### config.mk
export PLATFORM = sky130hd
export DESIGN_NAME = atatf_regs
export DESIGN_NICKNAME = d
export VERILOG_FILES = /design/src/common/atatf_pkg.sv /design/src/rtl/atatf_regs.sv
export SDC_FILE = /design/constraint.sdc
export NUM_CORES = 1
export LEC_CHECK = 0
export ABC_AREA = 0
export BUFFER_PORTS_ARGS = -buffer_cell sky130_fd_sc_hd__buf_2
export CAP_MARGIN = 20
export CORE_MARGIN = 2
export CORE_UTILIZATION = 50
export CTS_BUF_LIST = sky130_fd_sc_hd__clkbuf_4
export CTS_CLUSTER_SIZE = 40
export DETAILED_ROUTE_END_ITERATION = 8
export PLACE_DENSITY = 0.79
export SLEW_MARGIN = 20
export SYNTH_ARGS = -nofsm -noshare
export SYNTH_HDL_FRONTEND = slang
export SYNTH_SLANG_ARGS = --single-unit
### constraint.sdc
create_clock -name MCLK -period 5.5 [get_ports MCLK]
set_input_delay 1.1 -clock MCLK [delete_from_list [all_inputs] [get_ports MCLK]]
set_output_delay 1.1 -clock MCLK [all_outputs]
set_load 0.005 [all_outputs]
### src/common/atatf_pkg.sv
/*
  Constants shared by the ATA task file block: register addresses,
  field positions, reset values, geometry and buffer sizes.
  Assumes a single-clock design that imports this package whole.
*/
package atatf_pkg;

  // ----------------------------------------------------------------
  // Register addresses within each select block
  // ----------------------------------------------------------------
  localparam logic [2:0] ADDR_DATA    = 3'h0;
  localparam logic [2:0] ADDR_ERROR   = 3'h1;
  localparam logic [2:0] ADDR_SECCNT  = 3'h2;
  localparam logic [2:0] ADDR_SECNUM  = 3'h3;
  localparam logic [2:0] ADDR_CYLLO   = 3'h4;
  localparam logic [2:0] ADDR_CYLHI   = 3'h5;
  localparam logic [2:0] ADDR_DRVHEAD = 3'h6;
  localparam logic [2:0] ADDR_STATUS  = 3'h7;
  localparam logic [2:0] ADDR_ALTSTAT = 3'h6;
  localparam logic [2:0] ADDR_DRVADDR = 3'h7;

  // ----------------------------------------------------------------
  // Field positions
  // ----------------------------------------------------------------
  localparam int DH_LBA_BIT   = 6;
  localparam int DH_UNIT_BIT  = 4;
  localparam int DC_IEN_BIT   = 1;
  localparam int DC_SOFT_RESET_BIT  = 2;

  // Error bits that can ever be reported: uncorrectable, ID missing, aborted
  localparam logic [7:0] ERR_SUPPORTED = 8'h54;

  // ----------------------------------------------------------------
  // Reset values
  // ----------------------------------------------------------------
  localparam logic [7:0] SECCNT_RESET  = 8'h01;
  localparam logic [7:0] DH_FIXED_ONES = 8'hA0;
  localparam logic [7:0] BYTE_ZERO     = 8'h00;

  // ----------------------------------------------------------------
  // Bus lane enables and counts
  // ----------------------------------------------------------------
  localparam logic [15:0] OE_WORD    = 16'hFFFF;
  localparam logic [15:0] OE_BYTE    = 16'h00FF;
  localparam logic [15:0] OE_DRVADDR = 16'h007F;
  localparam logic [8:0]  COUNT_FULL = 9'h100;

  // ----------------------------------------------------------------
  // Logical geometry and buffering
  // ----------------------------------------------------------------
  localparam int GEO_HEADS   = 16;
  localparam int GEO_SPT     = 63;
  localparam int DATA_WIDTH  = 16;
  localparam int FIFO_DEPTH  = 8;

endpackage

### src/rtl/atatf_regs.sv
/*
  ATA task file register block with its data buffers.
  Holds the word FIFO and the top module atatf_regs.
  Assumes host pins already synchronous to MCLK, a command engine on
  the user side, and bus wire resolution done outside from the enables.
*/
// Notes on behaviour
// - Decode two selects and three address bits
// - Control block: 6 alt status/control, 7 address
// - Data port is 16 bits, buffer to host
// - Error layout fixed; media change bits read 0
// - Sector count zero means 256 sectors
// - Completion leaves remaining sectors in count
// - Sector count starts at 01H
// - Sector number updated at command completion
// - Cylinder registers updated at command completion
// - Drive/head bits 7,5 read one
// - Status byte layout with index bit zero
// - Busy locks out command and buffer access
// - Status read clears pending interrupt
// - Alternate status read leaves interrupt alone
// - Ready cleared at reset, frozen after error
// - Interrupt pin driven only enabled and selected
// - Control bit 2 performs soft reset
// - Drive address: inverted head and unit lines
// - Linear LBA from cylinder, head, sector
// - Addressing mode taken per command
// - Word indication low on data transfers
`timescale 1ns/1ps

module atatf_fifo #(
  parameter int WIDTH = 16,
  parameter int DEPTH = 8
) (
  input  wire logic             clk,        // System clock
  input  wire logic             rst,        // Synchronous reset
  input  wire logic             in_valid,   // Push request
  output logic                  in_ready,   // Room for a word
  input  wire logic [WIDTH-1:0] in_data,    // Pushed word
  output logic                  out_valid,  // Word available
  input  wire logic             out_ready,  // Pop request
  output logic [WIDTH-1:0]      out_data    // Head word
);
  localparam int AW = $clog2(DEPTH);

  logic [WIDTH-1:0] mem_q [DEPTH];
  logic [AW-1:0]    wp_q;
  logic [AW-1:0]    rp_q;
  logic [AW:0]      cnt_q;
  logic [AW:0]      cnt_d;
  logic             push;
  logic             pop;

  assign push     = in_valid && in_ready;
  assign pop      = out_valid && out_ready;
  assign out_data = mem_q[rp_q];

  always_comb begin
    cnt_d = cnt_q;
    if (push && !pop) begin
      cnt_d = cnt_q + 1'b1;
    end else if (pop && !push) begin
      cnt_d = cnt_q - 1'b1;
    end
  end

  // Flags registered so ready and valid never depend on the far side
  always_ff @(posedge clk) begin
    if (rst) begin
      cnt_q     <= '0;
      wp_q      <= '0;
      rp_q      <= '0;
      in_ready  <= 1'b1;
      out_valid <= 1'b0;
    end else begin
      cnt_q     <= cnt_d;
      in_ready  <= (cnt_d != (AW+1)'(DEPTH));
      out_valid <= (cnt_d != '0);
      if (push) begin
        wp_q <= wp_q + 1'b1;
      end
      if (pop) begin
        rp_q <= rp_q + 1'b1;
      end
    end
  end

  always_ff @(posedge clk) begin
    if (push) begin
      mem_q[wp_q] <= in_data;
    end
  end
endmodule

module atatf_regs
  import atatf_pkg::*;
(
  input  wire logic        MCLK,             // 40 MHz clock
  input  wire logic        RST,              // Synchronous reset, high
  input  wire logic        UNIT_IS_SLAVE,    // Strap: this unit answers to unit 1
  input  wire logic        CMD_BLOCK_SEL_N,  // Command block select
  input  wire logic        CTRL_BLOCK_SEL_N, // Control block select
  input  wire logic        REG_ADDR2,        // Register address bit 2
  input  wire logic        REG_ADDR1,        // Register address bit 1
  input  wire logic        REG_ADDR0,        // Register address bit 0
  input  wire logic        RD_STROBE_N,      // Host read strobe
  input  wire logic        WR_STROBE_N,      // Host write strobe
  input  wire logic [15:0] DATA_IN,          // Host data bus, in
  output logic      [15:0] DATA_OUT,         // Host data bus, out
  output logic      [15:0] DATA_OE,          // Per-bit drive enable
  output logic             WORD_CYCLE_N_O,   // Open-drain level, always low
  output logic             WORD_CYCLE_N_OE,  // Pulls word indication low
  output logic             HOST_IRQ_O,       // Interrupt level
  output logic             HOST_IRQ_OE,      // Interrupt pin driven
  output logic             SOFT_RESET,       // Soft reset held to engine
  output logic             CMD_START,        // One-cycle command start
  output logic      [7:0]  CMD_CODE,         // Command byte
  output logic      [7:0]  CMD_FEATURE,      // Feature byte
  output logic      [8:0]  CMD_COUNT,        // Sectors, 1 to 256
  output logic      [27:0] CMD_LBA,          // Linear start address
  output logic             CMD_LBA_MODE,     // Command used LBA addressing
  input  wire logic        ENG_READY,        // Engine can take a command
  input  wire logic        ENG_SEEK_DONE,    // Sector found
  input  wire logic        ENG_WRITE_FAULT,  // Write fault seen
  input  wire logic        ENG_CORRECTED,    // Data corrected
  input  wire logic        XFER_ACTIVE,      // Data phase open
  input  wire logic        XFER_TO_HOST,     // Data phase direction
  input  wire logic        DONE,             // One-cycle completion
  input  wire logic        DONE_ERR,         // Completion with error
  input  wire logic [7:0]  DONE_ERR_BITS,    // Error cause
  input  wire logic [7:0]  DONE_COUNT,       // Sectors left
  input  wire logic [7:0]  DONE_SECTOR,      // Final sector / LBA 7:0
  input  wire logic [15:0] DONE_CYL,         // Final cylinder / LBA 23:8
  input  wire logic [3:0]  DONE_HEAD,        // Final head / LBA 27:24
  output logic      [15:0] WRF_DATA,         // Host write words to engine
  output logic             WRF_VALID,        // Write word available
  input  wire logic        WRF_READY,        // Engine takes write word
  input  wire logic [15:0] RDF_DATA,         // Engine read words
  input  wire logic        RDF_VALID,        // Read word offered
  output logic             RDF_READY         // Room for read word
);
  // ----------------------------------------------------------------
  // Host access decode
  // ----------------------------------------------------------------
  logic [2:0]  addr;
  logic        cmd_sel;
  logic        ctrl_sel;
  logic        rd_n_q;
  logic        wr_n_q;
  logic        rd_end;
  logic        wr_end;
  logic        slave_q;
  logic        unit_sel;
  logic        busy_q;
  logic [7:0]  err_q;
  logic [7:0]  feat_q;
  logic [7:0]  sc_q;
  logic [7:0]  sn_q;
  logic [7:0]  cl_q;
  logic [7:0]  ch_q;
  logic [7:0]  dh_q;
  logic        ien_n_q;
  logic        soft_reset_q;
  logic        irq_q;
  logic        ready_q;
  logic        err_hold_q;
  logic        errflag_q;
  logic        drq_q;
  logic [7:0]  status;
  logic [7:0]  drvaddr;
  logic [15:0] rd_val;
  logic [15:0] rd_oe;
  logic        word_acc;
  logic        wr_data;
  logic        wr_cmd;
  logic        rd_data;
  logic        rd_status;
  logic        rd_alt;
  logic        wrf_in_ready;
  logic        rdf_out_valid;
  logic [15:0] rdf_head;
  logic [27:0] chs_lba;

  assign addr     = {REG_ADDR2, REG_ADDR1, REG_ADDR0};
  assign cmd_sel  = !CMD_BLOCK_SEL_N && CTRL_BLOCK_SEL_N;
  assign ctrl_sel = CMD_BLOCK_SEL_N && !CTRL_BLOCK_SEL_N;
  assign unit_sel = (dh_q[DH_UNIT_BIT] == slave_q);
  // Accesses act on the trailing edge of each strobe
  assign rd_end   = !rd_n_q && RD_STROBE_N;
  assign wr_end   = !wr_n_q && WR_STROBE_N;

  assign wr_data   = wr_end && cmd_sel && unit_sel && !busy_q && addr == ADDR_DATA;
  assign wr_cmd    = wr_end && cmd_sel && unit_sel && !busy_q && addr == ADDR_STATUS;
  assign rd_data   = rd_end && cmd_sel && unit_sel && !busy_q && addr == ADDR_DATA;
  assign rd_status = rd_end && cmd_sel && unit_sel && addr == ADDR_STATUS;
  assign rd_alt    = rd_end && ctrl_sel && unit_sel && addr == ADDR_ALTSTAT;

  always_ff @(posedge MCLK) begin
    if (RST) begin
      rd_n_q  <= 1'b1;
      wr_n_q  <= 1'b1;
      slave_q <= 1'b0;
    end else begin
      rd_n_q  <= RD_STROBE_N;
      wr_n_q  <= WR_STROBE_N;
    end
    // Strap follows the pin during reset and is held afterwards
    if (RST) begin
      slave_q <= UNIT_IS_SLAVE;
    end
  end

  // ----------------------------------------------------------------
  // Task file registers
  // ----------------------------------------------------------------
  always_ff @(posedge MCLK) begin
    if (RST || soft_reset_q) begin
      sc_q   <= SECCNT_RESET;
      sn_q   <= BYTE_ZERO;
      cl_q   <= BYTE_ZERO;
      ch_q   <= BYTE_ZERO;
      feat_q <= BYTE_ZERO;
      err_q  <= BYTE_ZERO;
      dh_q   <= DH_FIXED_ONES;
    end else if (DONE) begin
      sc_q  <= DONE_COUNT;
      sn_q  <= DONE_SECTOR;
      cl_q  <= DONE_CYL[7:0];
      ch_q  <= DONE_CYL[15:8];
      dh_q  <= {dh_q[7:4], DONE_HEAD};
      err_q <= DONE_ERR ? (DONE_ERR_BITS & ERR_SUPPORTED) : BYTE_ZERO;
    end else if (wr_end && cmd_sel && !busy_q) begin
      // Both units latch task file writes, as on a shared cable
      case (addr)
        ADDR_ERROR: begin
          feat_q <= DATA_IN[7:0];
        end
        ADDR_SECCNT: begin
          sc_q <= DATA_IN[7:0];
        end
        ADDR_SECNUM: begin
          sn_q <= DATA_IN[7:0];
        end
        ADDR_CYLLO: begin
          cl_q <= DATA_IN[7:0];
        end
        ADDR_CYLHI: begin
          ch_q <= DATA_IN[7:0];
        end
        ADDR_DRVHEAD: begin
          dh_q <= DATA_IN[7:0] | DH_FIXED_ONES;
        end
        default: begin
        end
      endcase
    end
  end

  // Device control writes are taken even while busy, to end a reset
  always_ff @(posedge MCLK) begin
    if (RST) begin
      ien_n_q <= 1'b0;
      soft_reset_q  <= 1'b0;
    end else if (wr_end && ctrl_sel && addr == ADDR_ALTSTAT) begin
      ien_n_q <= DATA_IN[DC_IEN_BIT];
      soft_reset_q  <= DATA_IN[DC_SOFT_RESET_BIT];
    end
  end

  // ----------------------------------------------------------------
  // Status, busy, interrupt
  // ----------------------------------------------------------------
  always_ff @(posedge MCLK) begin
    if (RST) begin
      busy_q <= 1'b0;
    end else if (soft_reset_q || wr_cmd) begin
      busy_q <= 1'b1;
    end else if (DONE || soft_reset_q != 1'b0) begin
      busy_q <= 1'b0;
    end else if (wr_end && ctrl_sel && addr == ADDR_ALTSTAT && !DATA_IN[DC_SOFT_RESET_BIT]) begin
      busy_q <= busy_q;
    end
  end

  // Completion wins over a status read in the same cycle
  always_ff @(posedge MCLK) begin
    if (RST || soft_reset_q) begin
      irq_q <= 1'b0;
    end else if (DONE) begin
      irq_q <= 1'b1;
    end else if (rd_status) begin
      irq_q <= 1'b0;
    end
  end

  always_ff @(posedge MCLK) begin
    if (RST) begin
      ready_q    <= 1'b0;
      err_hold_q <= 1'b0;
      errflag_q  <= 1'b0;
    end else begin
      if (DONE) begin
        err_hold_q <= DONE_ERR;
        errflag_q  <= DONE_ERR;
      end else if (rd_status) begin
        err_hold_q <= 1'b0;
      end
      if (wr_cmd || soft_reset_q) begin
        errflag_q <= 1'b0;
      end
      if (!err_hold_q) begin
        ready_q <= ENG_READY;
      end
    end
  end

  always_ff @(posedge MCLK) begin
    if (RST) begin
      drq_q <= 1'b0;
    end else begin
      drq_q <= XFER_ACTIVE && (XFER_TO_HOST ? rdf_out_valid : wrf_in_ready);
    end
  end

  assign status  = {busy_q, ready_q, ENG_WRITE_FAULT, ENG_SEEK_DONE,
                    drq_q, ENG_CORRECTED, 1'b0, errflag_q};
  assign drvaddr = {1'b0, 1'b1, ~dh_q[3:0],
                    ~dh_q[DH_UNIT_BIT], dh_q[DH_UNIT_BIT]};

  // ----------------------------------------------------------------
  // Read multiplexer and pin drivers
  // ----------------------------------------------------------------
  always_comb begin
    rd_val   = '0;
    rd_oe    = '0;
    word_acc = 1'b0;
    if (cmd_sel && unit_sel) begin
      rd_oe = OE_BYTE;
      case (addr)
        ADDR_DATA: begin
          rd_val   = rdf_head;
          rd_oe    = OE_WORD;
          word_acc = 1'b1;
        end
        ADDR_ERROR: begin
          rd_val = {BYTE_ZERO, err_q};
        end
        ADDR_SECCNT: begin
          rd_val = {BYTE_ZERO, sc_q};
        end
        ADDR_SECNUM: begin
          rd_val = {BYTE_ZERO, sn_q};
        end
        ADDR_CYLLO: begin
          rd_val = {BYTE_ZERO, cl_q};
        end
        ADDR_CYLHI: begin
          rd_val = {BYTE_ZERO, ch_q};
        end
        ADDR_DRVHEAD: begin
          rd_val = {BYTE_ZERO, dh_q | DH_FIXED_ONES};
        end
        default: begin
          rd_val = {BYTE_ZERO, status};
        end
      endcase
    end else if (ctrl_sel && unit_sel && addr == ADDR_ALTSTAT) begin
      rd_val = {BYTE_ZERO, status};
      rd_oe  = OE_BYTE;
    end else if (ctrl_sel && unit_sel && addr == ADDR_DRVADDR) begin
      rd_val = {BYTE_ZERO, drvaddr};
      rd_oe  = OE_DRVADDR;                                   // Top bit stays undriven
    end
  end

  always_ff @(posedge MCLK) begin
    if (RST) begin
      DATA_OUT        <= '0;
      DATA_OE         <= '0;
      WORD_CYCLE_N_O  <= 1'b0;
      WORD_CYCLE_N_OE <= 1'b0;
    end else begin
      DATA_OUT        <= RD_STROBE_N ? '0 : rd_val;
      DATA_OE         <= RD_STROBE_N ? '0 : rd_oe;
      WORD_CYCLE_N_OE <= word_acc;
    end
  end

  always_ff @(posedge MCLK) begin
    if (RST) begin
      HOST_IRQ_O  <= 1'b0;
      HOST_IRQ_OE <= 1'b0;
      SOFT_RESET  <= 1'b0;
    end else begin
      HOST_IRQ_O  <= irq_q;
      HOST_IRQ_OE <= !ien_n_q && unit_sel;
      SOFT_RESET  <= soft_reset_q;
    end
  end

  // ----------------------------------------------------------------
  // Command launch
  // ----------------------------------------------------------------
  // Linear mapping kept to one multiply chain; fixed geometry only
  assign chs_lba = 28'((20'({ch_q, cl_q}) * 20'(GEO_HEADS) + 20'(dh_q[3:0])) * 28'(GEO_SPT))
                 + 28'(sn_q) - 28'(1);

  always_ff @(posedge MCLK) begin
    if (RST) begin
      CMD_START    <= 1'b0;
      CMD_CODE     <= '0;
      CMD_FEATURE  <= '0;
      CMD_COUNT    <= '0;
      CMD_LBA      <= '0;
      CMD_LBA_MODE <= 1'b0;
    end else begin
      CMD_START <= wr_cmd;
      if (wr_cmd) begin
        CMD_CODE     <= DATA_IN[7:0];
        CMD_FEATURE  <= feat_q;
        CMD_COUNT    <= (sc_q == BYTE_ZERO) ? COUNT_FULL : {1'b0, sc_q};
        CMD_LBA_MODE <= dh_q[DH_LBA_BIT];
        CMD_LBA      <= dh_q[DH_LBA_BIT] ? {dh_q[3:0], ch_q, cl_q, sn_q} : chs_lba;
      end
    end
  end

  // ----------------------------------------------------------------
  // Data buffers
  // ----------------------------------------------------------------
  atatf_fifo #(.WIDTH(DATA_WIDTH), .DEPTH(FIFO_DEPTH)) u_wrf (
    .clk       (MCLK),
    .rst       (RST),
    .in_valid  (wr_data),
    .in_ready  (wrf_in_ready),
    .in_data   (DATA_IN),
    .out_valid (WRF_VALID),
    .out_ready (WRF_READY),
    .out_data  (WRF_DATA)
  );

  atatf_fifo #(.WIDTH(DATA_WIDTH), .DEPTH(FIFO_DEPTH)) u_rdf (
    .clk       (MCLK),
    .rst       (RST),
    .in_valid  (RDF_VALID),
    .in_ready  (RDF_READY),
    .in_data   (RDF_DATA),
    .out_valid (rdf_out_valid),
    .out_ready (rd_data),
    .out_data  (rdf_head)
  );

  // ----------------------------------------------------------------
  // Checks
  // ----------------------------------------------------------------
  chk_cmd_sets_busy: assert property (@(posedge MCLK) disable iff (RST)
    wr_cmd && !soft_reset_q |=> busy_q && CMD_START ##1 !CMD_START) else $error("command write did not set busy");
  chk_zero_count: assert property (@(posedge MCLK) disable iff (RST)
    wr_cmd && sc_q == BYTE_ZERO |=> CMD_COUNT == COUNT_FULL) else $error("zero count not 256");
  chk_status_clears: assert property (@(posedge MCLK) disable iff (RST)
    rd_status && !DONE |=> ##1 !HOST_IRQ_O) else $error("status read left interrupt");
  chk_alt_keeps_irq: assert property (@(posedge MCLK) disable iff (RST)
    rd_alt && irq_q && !soft_reset_q |=> irq_q) else $error("alternate status cleared interrupt");
  chk_irq_pin_off: assert property (@(posedge MCLK) disable iff (RST)
    ien_n_q || !unit_sel |=> !HOST_IRQ_OE) else $error("interrupt driven while disabled");
  chk_ready_frozen: assert property (@(posedge MCLK) disable iff (RST)
    err_hold_q && !DONE |=> $stable(ready_q)) else $error("ready changed before status read");
  chk_done_update: assert property (@(posedge MCLK) disable iff (RST)
    DONE && !soft_reset_q |=> sc_q == $past(DONE_COUNT) && sn_q == $past(DONE_SECTOR)) else $error("completion not stored");
  chk_dh_ones: assert property (@(posedge MCLK) disable iff (RST)
    !RD_STROBE_N && cmd_sel && unit_sel && addr == ADDR_DRVHEAD |=> DATA_OUT[7] && DATA_OUT[5])
    else $error("drive head fixed bits low");
  chk_word_flag: assert property (@(posedge MCLK) disable iff (RST)
    cmd_sel && unit_sel && addr == ADDR_DATA |=> WORD_CYCLE_N_OE) else $error("word indication missing");
  chk_soft_reset_busy: assert property (@(posedge MCLK) disable iff (RST)
    soft_reset_q |=> busy_q && sc_q == SECCNT_RESET) else $error("soft reset not applied");

  cov_cmd_done: cover property (@(posedge MCLK) disable iff (RST) wr_cmd ##[1:50] DONE);
  cov_data_read: cover property (@(posedge MCLK) disable iff (RST) rd_data && rdf_out_valid);
  cov_wrf_full: cover property (@(posedge MCLK) disable iff (RST) XFER_ACTIVE && !wrf_in_ready);
endmodule

# Word-level counts from Yosys, hierarchy flattened
# Memory sizes are Yosys's and may differ from the RTL's. A register that Yosys moved wholly into a read port is not among the register bits.
# Cells that the tools add are included.
dict set report word_totals {
  romBits 0
  mem_bits_rw 256
  n_memories 2
  reg_bits 180
  inputBits 96
  latch_bits 0
}
dict set report classes {
  n_addsub 11
  reduce_logical 66
  mux 45
  multipliers 1
  magnitude_cmp 0
  shift 0
  n_div 0
  bitwise 4
  n_eq_ne 10
}
# name words word_bits rd rd_clocked_by_memory_dff write_ports line
set memory_table {}
lappend memory_table {u_rdf.mem_q 8 16 1 1 1 atatf_regs.sv:46} ;# logic [WIDTH-1:0] mem_q [DEPTH];
lappend memory_table {u_wrf.mem_q 8 16 1 1 1 atatf_regs.sv:46}
# op count
set op_table {}
lappend op_table {{$mux 8} 14}
lappend op_table {{$pmux 16 s7} 1}
lappend op_table {{$mux 16} 3}
lappend op_table {{$logic_and 1x1->1} 31}
lappend op_table {{$add 27x8->28} 1}
lappend op_table {{$mux 28} 1}
lappend op_table {{$mux 4} 7}
lappend op_table {{$sub 28x1->28 const B} 1}
lappend op_table {{$mul 21x6->27 const B} 1}
lappend op_table {{$add 20x4->21} 1}
lappend op_table {{$mux 7} 3}
lappend op_table {{$reduce_bool 2->1} 8}
lappend op_table {{$add 3x1->3 const B} 4}
lappend op_table {{$eq 3x3->1 const B} 4}
lappend op_table {{$mux 3} 4}
lappend op_table {{$mux 1} 11}
lappend op_table {{$logic_not 1->1} 10}
lappend op_table {{$reduce_and 2->1} 5}
lappend op_table {{$mux 9} 1}
lappend op_table {{$add 4x1->4 const B} 2}
lappend op_table {{$logic_not 8->1} 1}
lappend op_table {{$ne 4x4->1 const B} 2}
lappend op_table {{$reduce_bool 4->1} 2}
lappend op_table {{$sub 4x1->4 const B} 2}
lappend op_table {{9 further kinds} 17}

# Depth between registers and ports, before layout
# Gate-level depths: netlist of run 1.
dict set report depth {
  word_depth 12
  mapped_depth 17
  ltp_nobuf 16
}

# By module
# A second synthesis of run 1 with hierarchy kept.
dict set report hier_totals {
  cells_unflattened 1809
  hier_area_um2 21658.3
}
# mod seq_area_each_um2 instances area_per_inst_um2 cells_each
set by_module_without_submodules {}
lappend by_module_without_submodules {atatf_regs 2772.7 1 10505.1 1270}
lappend by_module_without_submodules {{atatf_fifo (u_wrf)} 4144.0 1 5645.4 268}
lappend by_module_without_submodules {{atatf_fifo (u_rdf)} 4144.0 1 5507.8 271}

# Least setup slack after synthesis of run 1
# OpenSTA, ideal clock, no wires.
dict set report synth_path {
  path_type {reg2reg}
  from {register cl_q[0]}
  to {register CMD_LBA[27]}
  setup_ps 101
  t_required_ps 5399
  slack_ps 1024
  t_arrival_ps 4375
  stages_incl_launch_ff 17
  cell_sequence {dfxtp_1 > inv_1 > fa_1 > inv_1 > fa_1 > fa_1 > inv_1 > fa_1 > inv_1 > ha_1 > a21oi_1 > o211ai_1 > a21boi_0 > o211ai_1 > nand4_1 > a21oi_1 > o41ai_1}
}
dict set report synth_via {
  elab_chain_cells 5
}
# item line
set synth_rtl {}
lappend synth_rtl {{start: declaration} atatf_regs.sv:159} ;# logic [7:0] cl_q;
lappend synth_rtl {{start signal: assignment} atatf_regs.sv:228} ;# cl_q <= DONE_CYL[7:0];
lappend synth_rtl {{start signal: assignment} atatf_regs.sv:245} ;# cl_q <= DATA_IN[7:0];
lappend synth_rtl {{$add 20x4->21} atatf_regs.sv:405} ;# assign chs_lba = 28'((20'({ch_q, cl_q}) * 20'(GEO_HEADS) + 20'(dh_q[3:0])) * 28'(GEO_SPT))
lappend synth_rtl {{$mul 21x6->27} atatf_regs.sv:405}
lappend synth_rtl {{$add 27x8->28} atatf_regs.sv:406} ;# + 28'(sn_q) - 28'(1);
lappend synth_rtl {{$sub 28x1->28} atatf_regs.sv:406}
lappend synth_rtl {{$mux 28} atatf_regs.sv:423} ;# CMD_LBA <= dh_q[DH_LBA_BIT] ? {dh_q[3:0], ch_q, cl_q, sn_q} : chs_lba;
lappend synth_rtl {{end signal: assignment} atatf_regs.sv:423}
lappend synth_rtl {{end: declaration} atatf_regs.sv:120} ;# output logic [27:0] CMD_LBA,
# Every way passes these cells.
# A chain may end at the register's enable or synchronous reset.

# Worst setup path in the final report of run 1
dict set report layout_path {
  from {register cl_q[1]}
  to {register CMD_LBA[27]}
}
# The elaborated chain is that of the path after synthesis.

==> results of run 1 <==
final cells by class:
class	count	area, um2	share of cell area, %
clock buffers	147	1100	4.56
inverters	209	785	3.24
diodes	8	20.0	0.0827
flip-flops and latches	424	11100	45.7
well taps	539	674	2.79
multi-input cells	1055	9080	37.5
clock inverters	41	275	1.14
repair buffers	227	1210	5.01
layer usage:
layer / vias up / wire, um
met1: 7178 / 22300
met3: 109 / 4740
li1: 6796 / -
met2: 658 / 25900
met4: 4 / 1850
met5: - / 25
logic make-up after synthesis:
family                   count (synthesis)  share of synthesized area, %
XOR/XNOR                                38                          1.60
other                                    1                        0.0177
AND/OR/NAND/NOR                        413                          8.84
multiplexers                           167                          11.7
buffers and inverters                  306                          5.71
adder cells (fa/ha/maj)                162                          12.4
flip-flops                             424                          52.1
AO/OA/AOI/OAI                          274                          7.68
state kept, by name, indices dropped and copies added (netlist names), 8 cells and up, named ones only:
name,cells
sc_q,8
DATA_OUT,16
u_wrf.mem_q,128
CMD_FEATURE,8
ch_q,8
CMD_CODE,8
u_rdf.mem_q,128
CMD_COUNT,9
feat_q,8
cl_q,8
sn_q,8
CMD_LBA,28
stage by stage:
stage          hold WS (ns)  utilization, %  std cells  worst slack, ns
4_1_cts               0.347            57.6       2640            0.502
3_5_place_dp          0.444            54.3       2452            0.626
3_3_place_gp          0.439            54.3       2452            0.673
5_1_grt               0.376            57.7       2648            0.187
6_report              0.413            57.7       2650            0.468
2_1_floorplan         0.401               -       1785             1.02
worst min-delay path by stage:
| stage | endpoint | start | cells past startpoint |
|---|---|---|---|
| after floorplan | HOST_IRQ_OE$_SDFF_PP0_ | ien_n_q$_SDFFE_PP0P_ | 1 |
| after global placement | CMD_FEATURE[5]$_SDFFE_PP0P_ | feat_q[5]$_SDFFE_PP0P_ | 2 |
| after detailed placement | CMD_COUNT[7]$_SDFFE_PP0P_ | CMD_COUNT[7]$_SDFFE_PP0P_ | 2 |
| after CTS | cl_q[1]$_SDFFE_PP0P_ | DONE_CYL[1] | 3 |
| after global routing | slave_q$_DFFE_PP_ | UNIT_IS_SLAVE | 1 |
| final | slave_q$_DFFE_PP_ | UNIT_IS_SLAVE | 1 |
worst max-delay path: cells and delay by family (launching register included):
family          cells  cell delay [ns]
buf+inv             4             0.36
flops               1             0.40
fa+ha+maj           5             2.43
simple gates        1             0.17
compound gates      6             1.50
layout by cell type (no fill, tap or decap), drive strengths merged, types with 5 or more instances in the layout:
| cell | instances |
|---|---|
| nand2 | 141 |
| xnor2 | 20 |
| and3 | 6 |
| clkinv | 37 |
| nand2b | 19 |
| o21ai | 45 |
| inv | 210 |
| o211a | 9 |
| nor2b | 6 |
| nand3 | 19 |
| mux4 | 62 |
| edfxtp | 257 |
| clkbuf | 147 |
| diode | 8 |
| xor2 | 18 |
| ha | 81 |
| a22oi | 5 |
| nor2 | 156 |
| o211ai | 17 |
| nor4 | 9 |
| or4 | 5 |
| fa | 81 |
| buf | 227 |
| dfxtp | 167 |
| nand4 | 9 |
| mux2 | 25 |
| a211oi | 15 |
| mux2i | 80 |
| and2 | 5 |
| o221ai | 10 |
| a21oi | 142 |
| a31oi | 6 |
| nor3 | 20 |
cell usage after synthesis, types with 4 or more instances:
master | count | area share (%)
a21oi_1 | 142 | 3.3
nor2b_1 | 6 | 0.18
a211oi_1 | 15 | 0.53
o211ai_1 | 17 | 0.60
ha_1 | 81 | 4.8
buf_2 | 4 | 0.094
buf_4 | 14 | 0.49
nor2_1 | 156 | 2.8
nand2_1 | 141 | 2.5
edfxtp_1 | 257 | 36
dfxtp_1 | 167 | 16
o221ai_1 | 10 | 0.41
nand4_1 | 8 | 0.24
o21ai_0 | 44 | 1.0
and2_1 | 5 | 0.15
and3_1 | 6 | 0.18
nand3_1 | 19 | 0.45
nand2b_1 | 18 | 0.53
mux2i_1 | 80 | 3.8
o22ai_1 | 4 | 0.12
mux4_2 | 62 | 6.6
a21o_1 | 4 | 0.14
fa_1 | 81 | 7.6
nor4_1 | 8 | 0.24
buf_1 | 14 | 0.25
or4_1 | 5 | 0.18
o211a_1 | 9 | 0.42
clkbuf_1 | 64 | 1.1
inv_1 | 208 | 3.7
a22oi_1 | 5 | 0.18
nor3b_1 | 4 | 0.14
mux2_2 | 25 | 1.3
xnor2_1 | 19 | 0.78
a31oi_1 | 6 | 0.18
nor3_1 | 17 | 0.40
xor2_1 | 18 | 0.74
report_power, final:
group / total (mW) / switching, mW / internal [mW] / leakage, nW
clock network: 2.71 / 1.33 / 1.39 / 0.810
logic: 2.56 / 1.52 / 1.04 / 5.34
registers: 3.50 / 0.0692 / 3.44 / 3.68
==> impl_results.md, run 1 <==
* Slew Viols, Final at 0
* Top Usage Layer GRT: met2
* Total Power at roughly 9 mW
* Filler cells at about 3400
* R2R depth at 16
* Unrepaired setup endpoints after global routing: false
* Crit path DAT at 5.76 ns
* Cts bufs inserted at 105
* Reg2Reg Launch Point: cl_q[1]$_SDFFE_PP0P_
* WL/cell at 20.7 um
* Worst-Margin Slew at 1.25 ns
* Outcome: finished clean
* PostCTS Resize Cnt at 0
* Final Hold Violating Endpoints at 0
* Initial DRC Count at 1301
* EDFF count, synth at 257
* Placed Area at around 0.023 mm2
* Cell variety after synth at 66
* Min-Delay Path Class: input pin to register
* Global-route wire length before repair at approximately 83 mm
* Residual DRC at 0
* Register area share after synthesis at 52.1%
* Period minus WS final at about 5 ns
* Clk buf depth at 3
* Fin crit share at 91.5%
* Slowest cell on crit path: fa_1
* FFs w/ async S/R, synth at 0%
* Crit path max fanout at 6
* DIE AREA at around 0.044 mm2
* Port Buffers at ~200
* Vias in the first global route at 15000
* GRT Total Usage at around a quarter
* Avg Cell Area, Syn at roughly 12 um2
* Max cap viols at 0
* Post-Syn Area at 0.0212 mm2
* Final setup violation count at 0
* M1 GR Usage at 32.4%
* Design area at 0.0242 mm2
* M2 GR Usage at ~40%
* Pin count of the biggest net entering global routing at 75
* Initial antenna violation count at 8
* CP startpoint: cl_q[1]$_SDFFE_PP0P_
* Clock sinks at 424
* PwrDens at 363 mW/mm2
* Core Area at ~0.042 mm2
* DP HPWL at 38.2 mm
* Worst rel slew slack at between 10% and 20%
* Root Buffer: clkbuf_4
* Gpl congestion at slightly above 0.9
* Area growth syn-to-layout at 14.0%
* Final nets at roughly 2300
* Chain of cells forming the critical path: inv_1, fa_1, inv_1, fa_1, fa_1, inv_1, fa_1, inv_1, ha_1, a21oi_1, o211ai_1, a21boi_0, o211ai_1, nand4_1, a21oi_1, o41ai_1
* P_leak at slightly below 10 nW
* Routed WL at 54.8 mm
* Number of vias per cell at approximately 5.6
* Post-Syn Nets at 2043
* CTS tree: built
* CTS H-tree lvls at 3
* CP Capture Type: register
* Cells after Synth at around 1800
* Rows at 75
* Gr ovfl total at 0
* Post-CTS Setup Bufs at 0
* Layout cells sized above 1 at about a quarter
* Max Clk Rate at 199 MHz
* Vias post-DR at 14700
* TNS Setup at 0 ns
* Skew final at approximately 0.087 ns
* Reg-to-Reg End: CMD_LBA[27]$_SDFFE_PP0P_
* CP Class: register to register
* Ys Warns at 0
* Worst skew pair latency at 0.92 ns
* Routed Antenna Nets at 0
* Drt pass-1 iters at 7
* Die span in x at between 200 and 250 um
* Critical Path RT at 6.23 ns
* M3 GR Usage at 6.08%
* Synth Register Bits at between 400 and 500
* Initial core utilization at 50.6%
* Max incr delay on CP at 0.60 ns
* Top_reg_cell synth: edfxtp_1
* Die H at ~210 um
* End point of the critical path: CMD_LBA[27]$_SDFFE_PP0P_
* CP startpoint kind: register
* Worst vdd ir at 0.322 mV
* Setup slack, reg-to-reg at ~0.47 ns
* Hold_buf cts at 0
* # IOs at ~200
* Clk slew on worst S/H paths at 0.07 ns
Power figures use the tool's default switching activity.
==> run 2: changes to the inputs <==
--- a/config.mk
+++ b/config.mk
@@ -14,6 +14,7 @@
 export CTS_CLUSTER_SIZE = 40
 export DETAILED_ROUTE_END_ITERATION = 8
 export PLACE_DENSITY = 0.79
+export REMOVE_ABC_BUFFERS = 1
 export SLEW_MARGIN = 20
 export SYNTH_ARGS = -nofsm -noshare
 export SYNTH_HDL_FRONTEND = slang
==> impl_results.md, run 2 (synthesis results as in run 1) <==
* TNS Setup at 0 ns
* Total Power at ~8.9 mW
* PostCTS Resize Cnt at 0
* Clk buf depth at 3
* Max cap viols at 0
* Chain of cells forming the critical path: inv_1, fa_1, inv_1, fa_1, fa_1, inv_1, fa_1, inv_1, ha_1, o211ai_1, o211ai_1, a21boi_0, buf_4, o211ai_1, nand2b_1, a21oi_1, o41ai_1
* Slew Viols, Final at 0
* DP HPWL at 37.5 mm
* Final nets at approximately 2300
* Initial core utilization at 50.6%
* Crit path max fanout at 6
* Root Buffer: clkbuf_4
* Gpl congestion at between 0.9 and 1
* Die span in x at 210 um
* Crit path DAT at 5.77 ns
* Period minus WS final at 5.00 ns
* Vias in the first global route at 15000
* Port Buffers at 199
* WL/cell at 20.5 um
* P_leak at 9.90 nW
* CP Class: register to register
* Vias post-DR at between 10000 and 15000
* Clock sinks at around 420
* Slowest cell on crit path: fa_1
* Critical Path RT at roughly 6.3 ns
* CTS tree: built
* PwrDens at 367 mW/mm2
* Initial DRC Count at 1556
* Final Hold Violating Endpoints at 0
* Routed Antenna Nets at 0
* Final worst slack at 0.495 ns
* Die H at 210 um
* # IOs at 206
* Worst skew pair latency at 0.87 ns
* Residual DRC at 0
* GRT Total Usage at about a quarter
* Global-route wire length before repair at 83.6 mm
* Layout cells sized above 1 at about a quarter
* Initial antenna violation count at 9
* Clk slew on worst S/H paths at ~0.060 ns
* Worst vdd ir at about 0.25 mV
* Fin crit share at 91.0%
* Final setup violation count at 0
* DIE AREA at around 0.044 mm2
* Post-CTS Setup Bufs at 0
* Gr ovfl total at 0
* Design area at 0.0243 mm2
* Outcome: finished clean
* Rows at between 70 and 80
* Worst rel slew slack at 26.4%
* Final hold slack at 0.417 ns
* Placed cells at around 2500
* Skew final at between 0.05 and 0.06 ns
* Cts bufs inserted at 107
* CP startpoint kind: register
* Filler cells at 3349
* Routed WL at around 54 mm
* Hold_buf cts at 0
* Unrepaired setup endpoints after global routing: false
* Area growth syn-to-layout at 14.4%
* Pin count of the biggest net entering global routing at 74
* Drt pass-1 iters at 5
* Placed Area at 0.0228 mm2
* CTS H-tree lvls at 3
* Post-layout util at 58.0%
* Max Clk Rate at between 150 and 200 MHz
* Max incr delay on CP at 0.56 ns
* Largest regs: u_rdf.mem_q (128), u_wrf.mem_q (128), CMD_LBA (28)
* Commonest non-fill, non-tap cell in the layout: edfxtp_1
* Most frequent cells in the layout: edfxtp_1, inv_1, buf_2
* Core Area at 0.0419 mm2
* Post-route insts no fill at between 2000 and 3000
* Worst-Margin Slew at 1.10 ns
* Number of vias per cell at 5.59
* Min-Delay Path Class: register to register
* Worst slack, placed at 0.526 ns
* CP Capture Type: register
[run 2: cell types whose count changed in the layout (fill, tap and decap cells not counted), sizes merged]
cell / change
clkinvlp: +3
diode: -2
clkbuf: +16
bufinv: -1
clkinv: -3
[run 2: final cells by class]
class	count	area, um2	share of cell area (%)
Sequential cell	424	11100	45.5
Multi-Input combinational cell	1055	9090	37.4
Clock buffer	163	1220	5.03
Timing Repair Buffer	227	1210	4.99
Inverter	209	785	3.23
Tap cell	539	674	2.77
Clock inverter	40	243	0.999
Antenna cell	6	15.0	0.0618
[run 2: per-layer routing]
layer	GRT usage (%)	vias up	wire (um)
met5	0	-	41
met4	11.9	6	2160
met3	5.27	125	4260
met2	40.8	655	26200
met1	32.1	7262	21700
li1	-	6825	-
[run 2: critical path, delay by kind of cell (launching register included)]
kind	cells	cell delay (ns)
buf+inv	5	0.54
flops	1	0.43
simple gates	1	0.16
compound gates	6	1.26
fa+ha+maj	5	2.50
[run 2: power breakdown]
group | switching (mW) | internal [mW]
registers | 0.0849 | 3.44
logic | 1.57 | 1.05
clock network | 1.33 | 1.46
[run 2: worst paths after layout]
| check | start | to | slack, ns | depth (start not counted) |
|---|---|---|---|---|
| worst max-delay path | cl_q[1]$_SDFFE_PP0P_ | CMD_LBA[27]$_SDFFE_PP0P_ | 0.50 | 17 |
| worst min-delay path | feat_q[2]$_SDFFE_PP0P_ | CMD_FEATURE[2]$_SDFFE_PP0P_ | 0.42 | 2 |
| worst max register to register | cl_q[1]$_SDFFE_PP0P_ | CMD_LBA[27]$_SDFFE_PP0P_ | 0.50 | 17 |
| worst min register to register | feat_q[2]$_SDFFE_PP0P_ | CMD_FEATURE[2]$_SDFFE_PP0P_ | 0.42 | 2 |
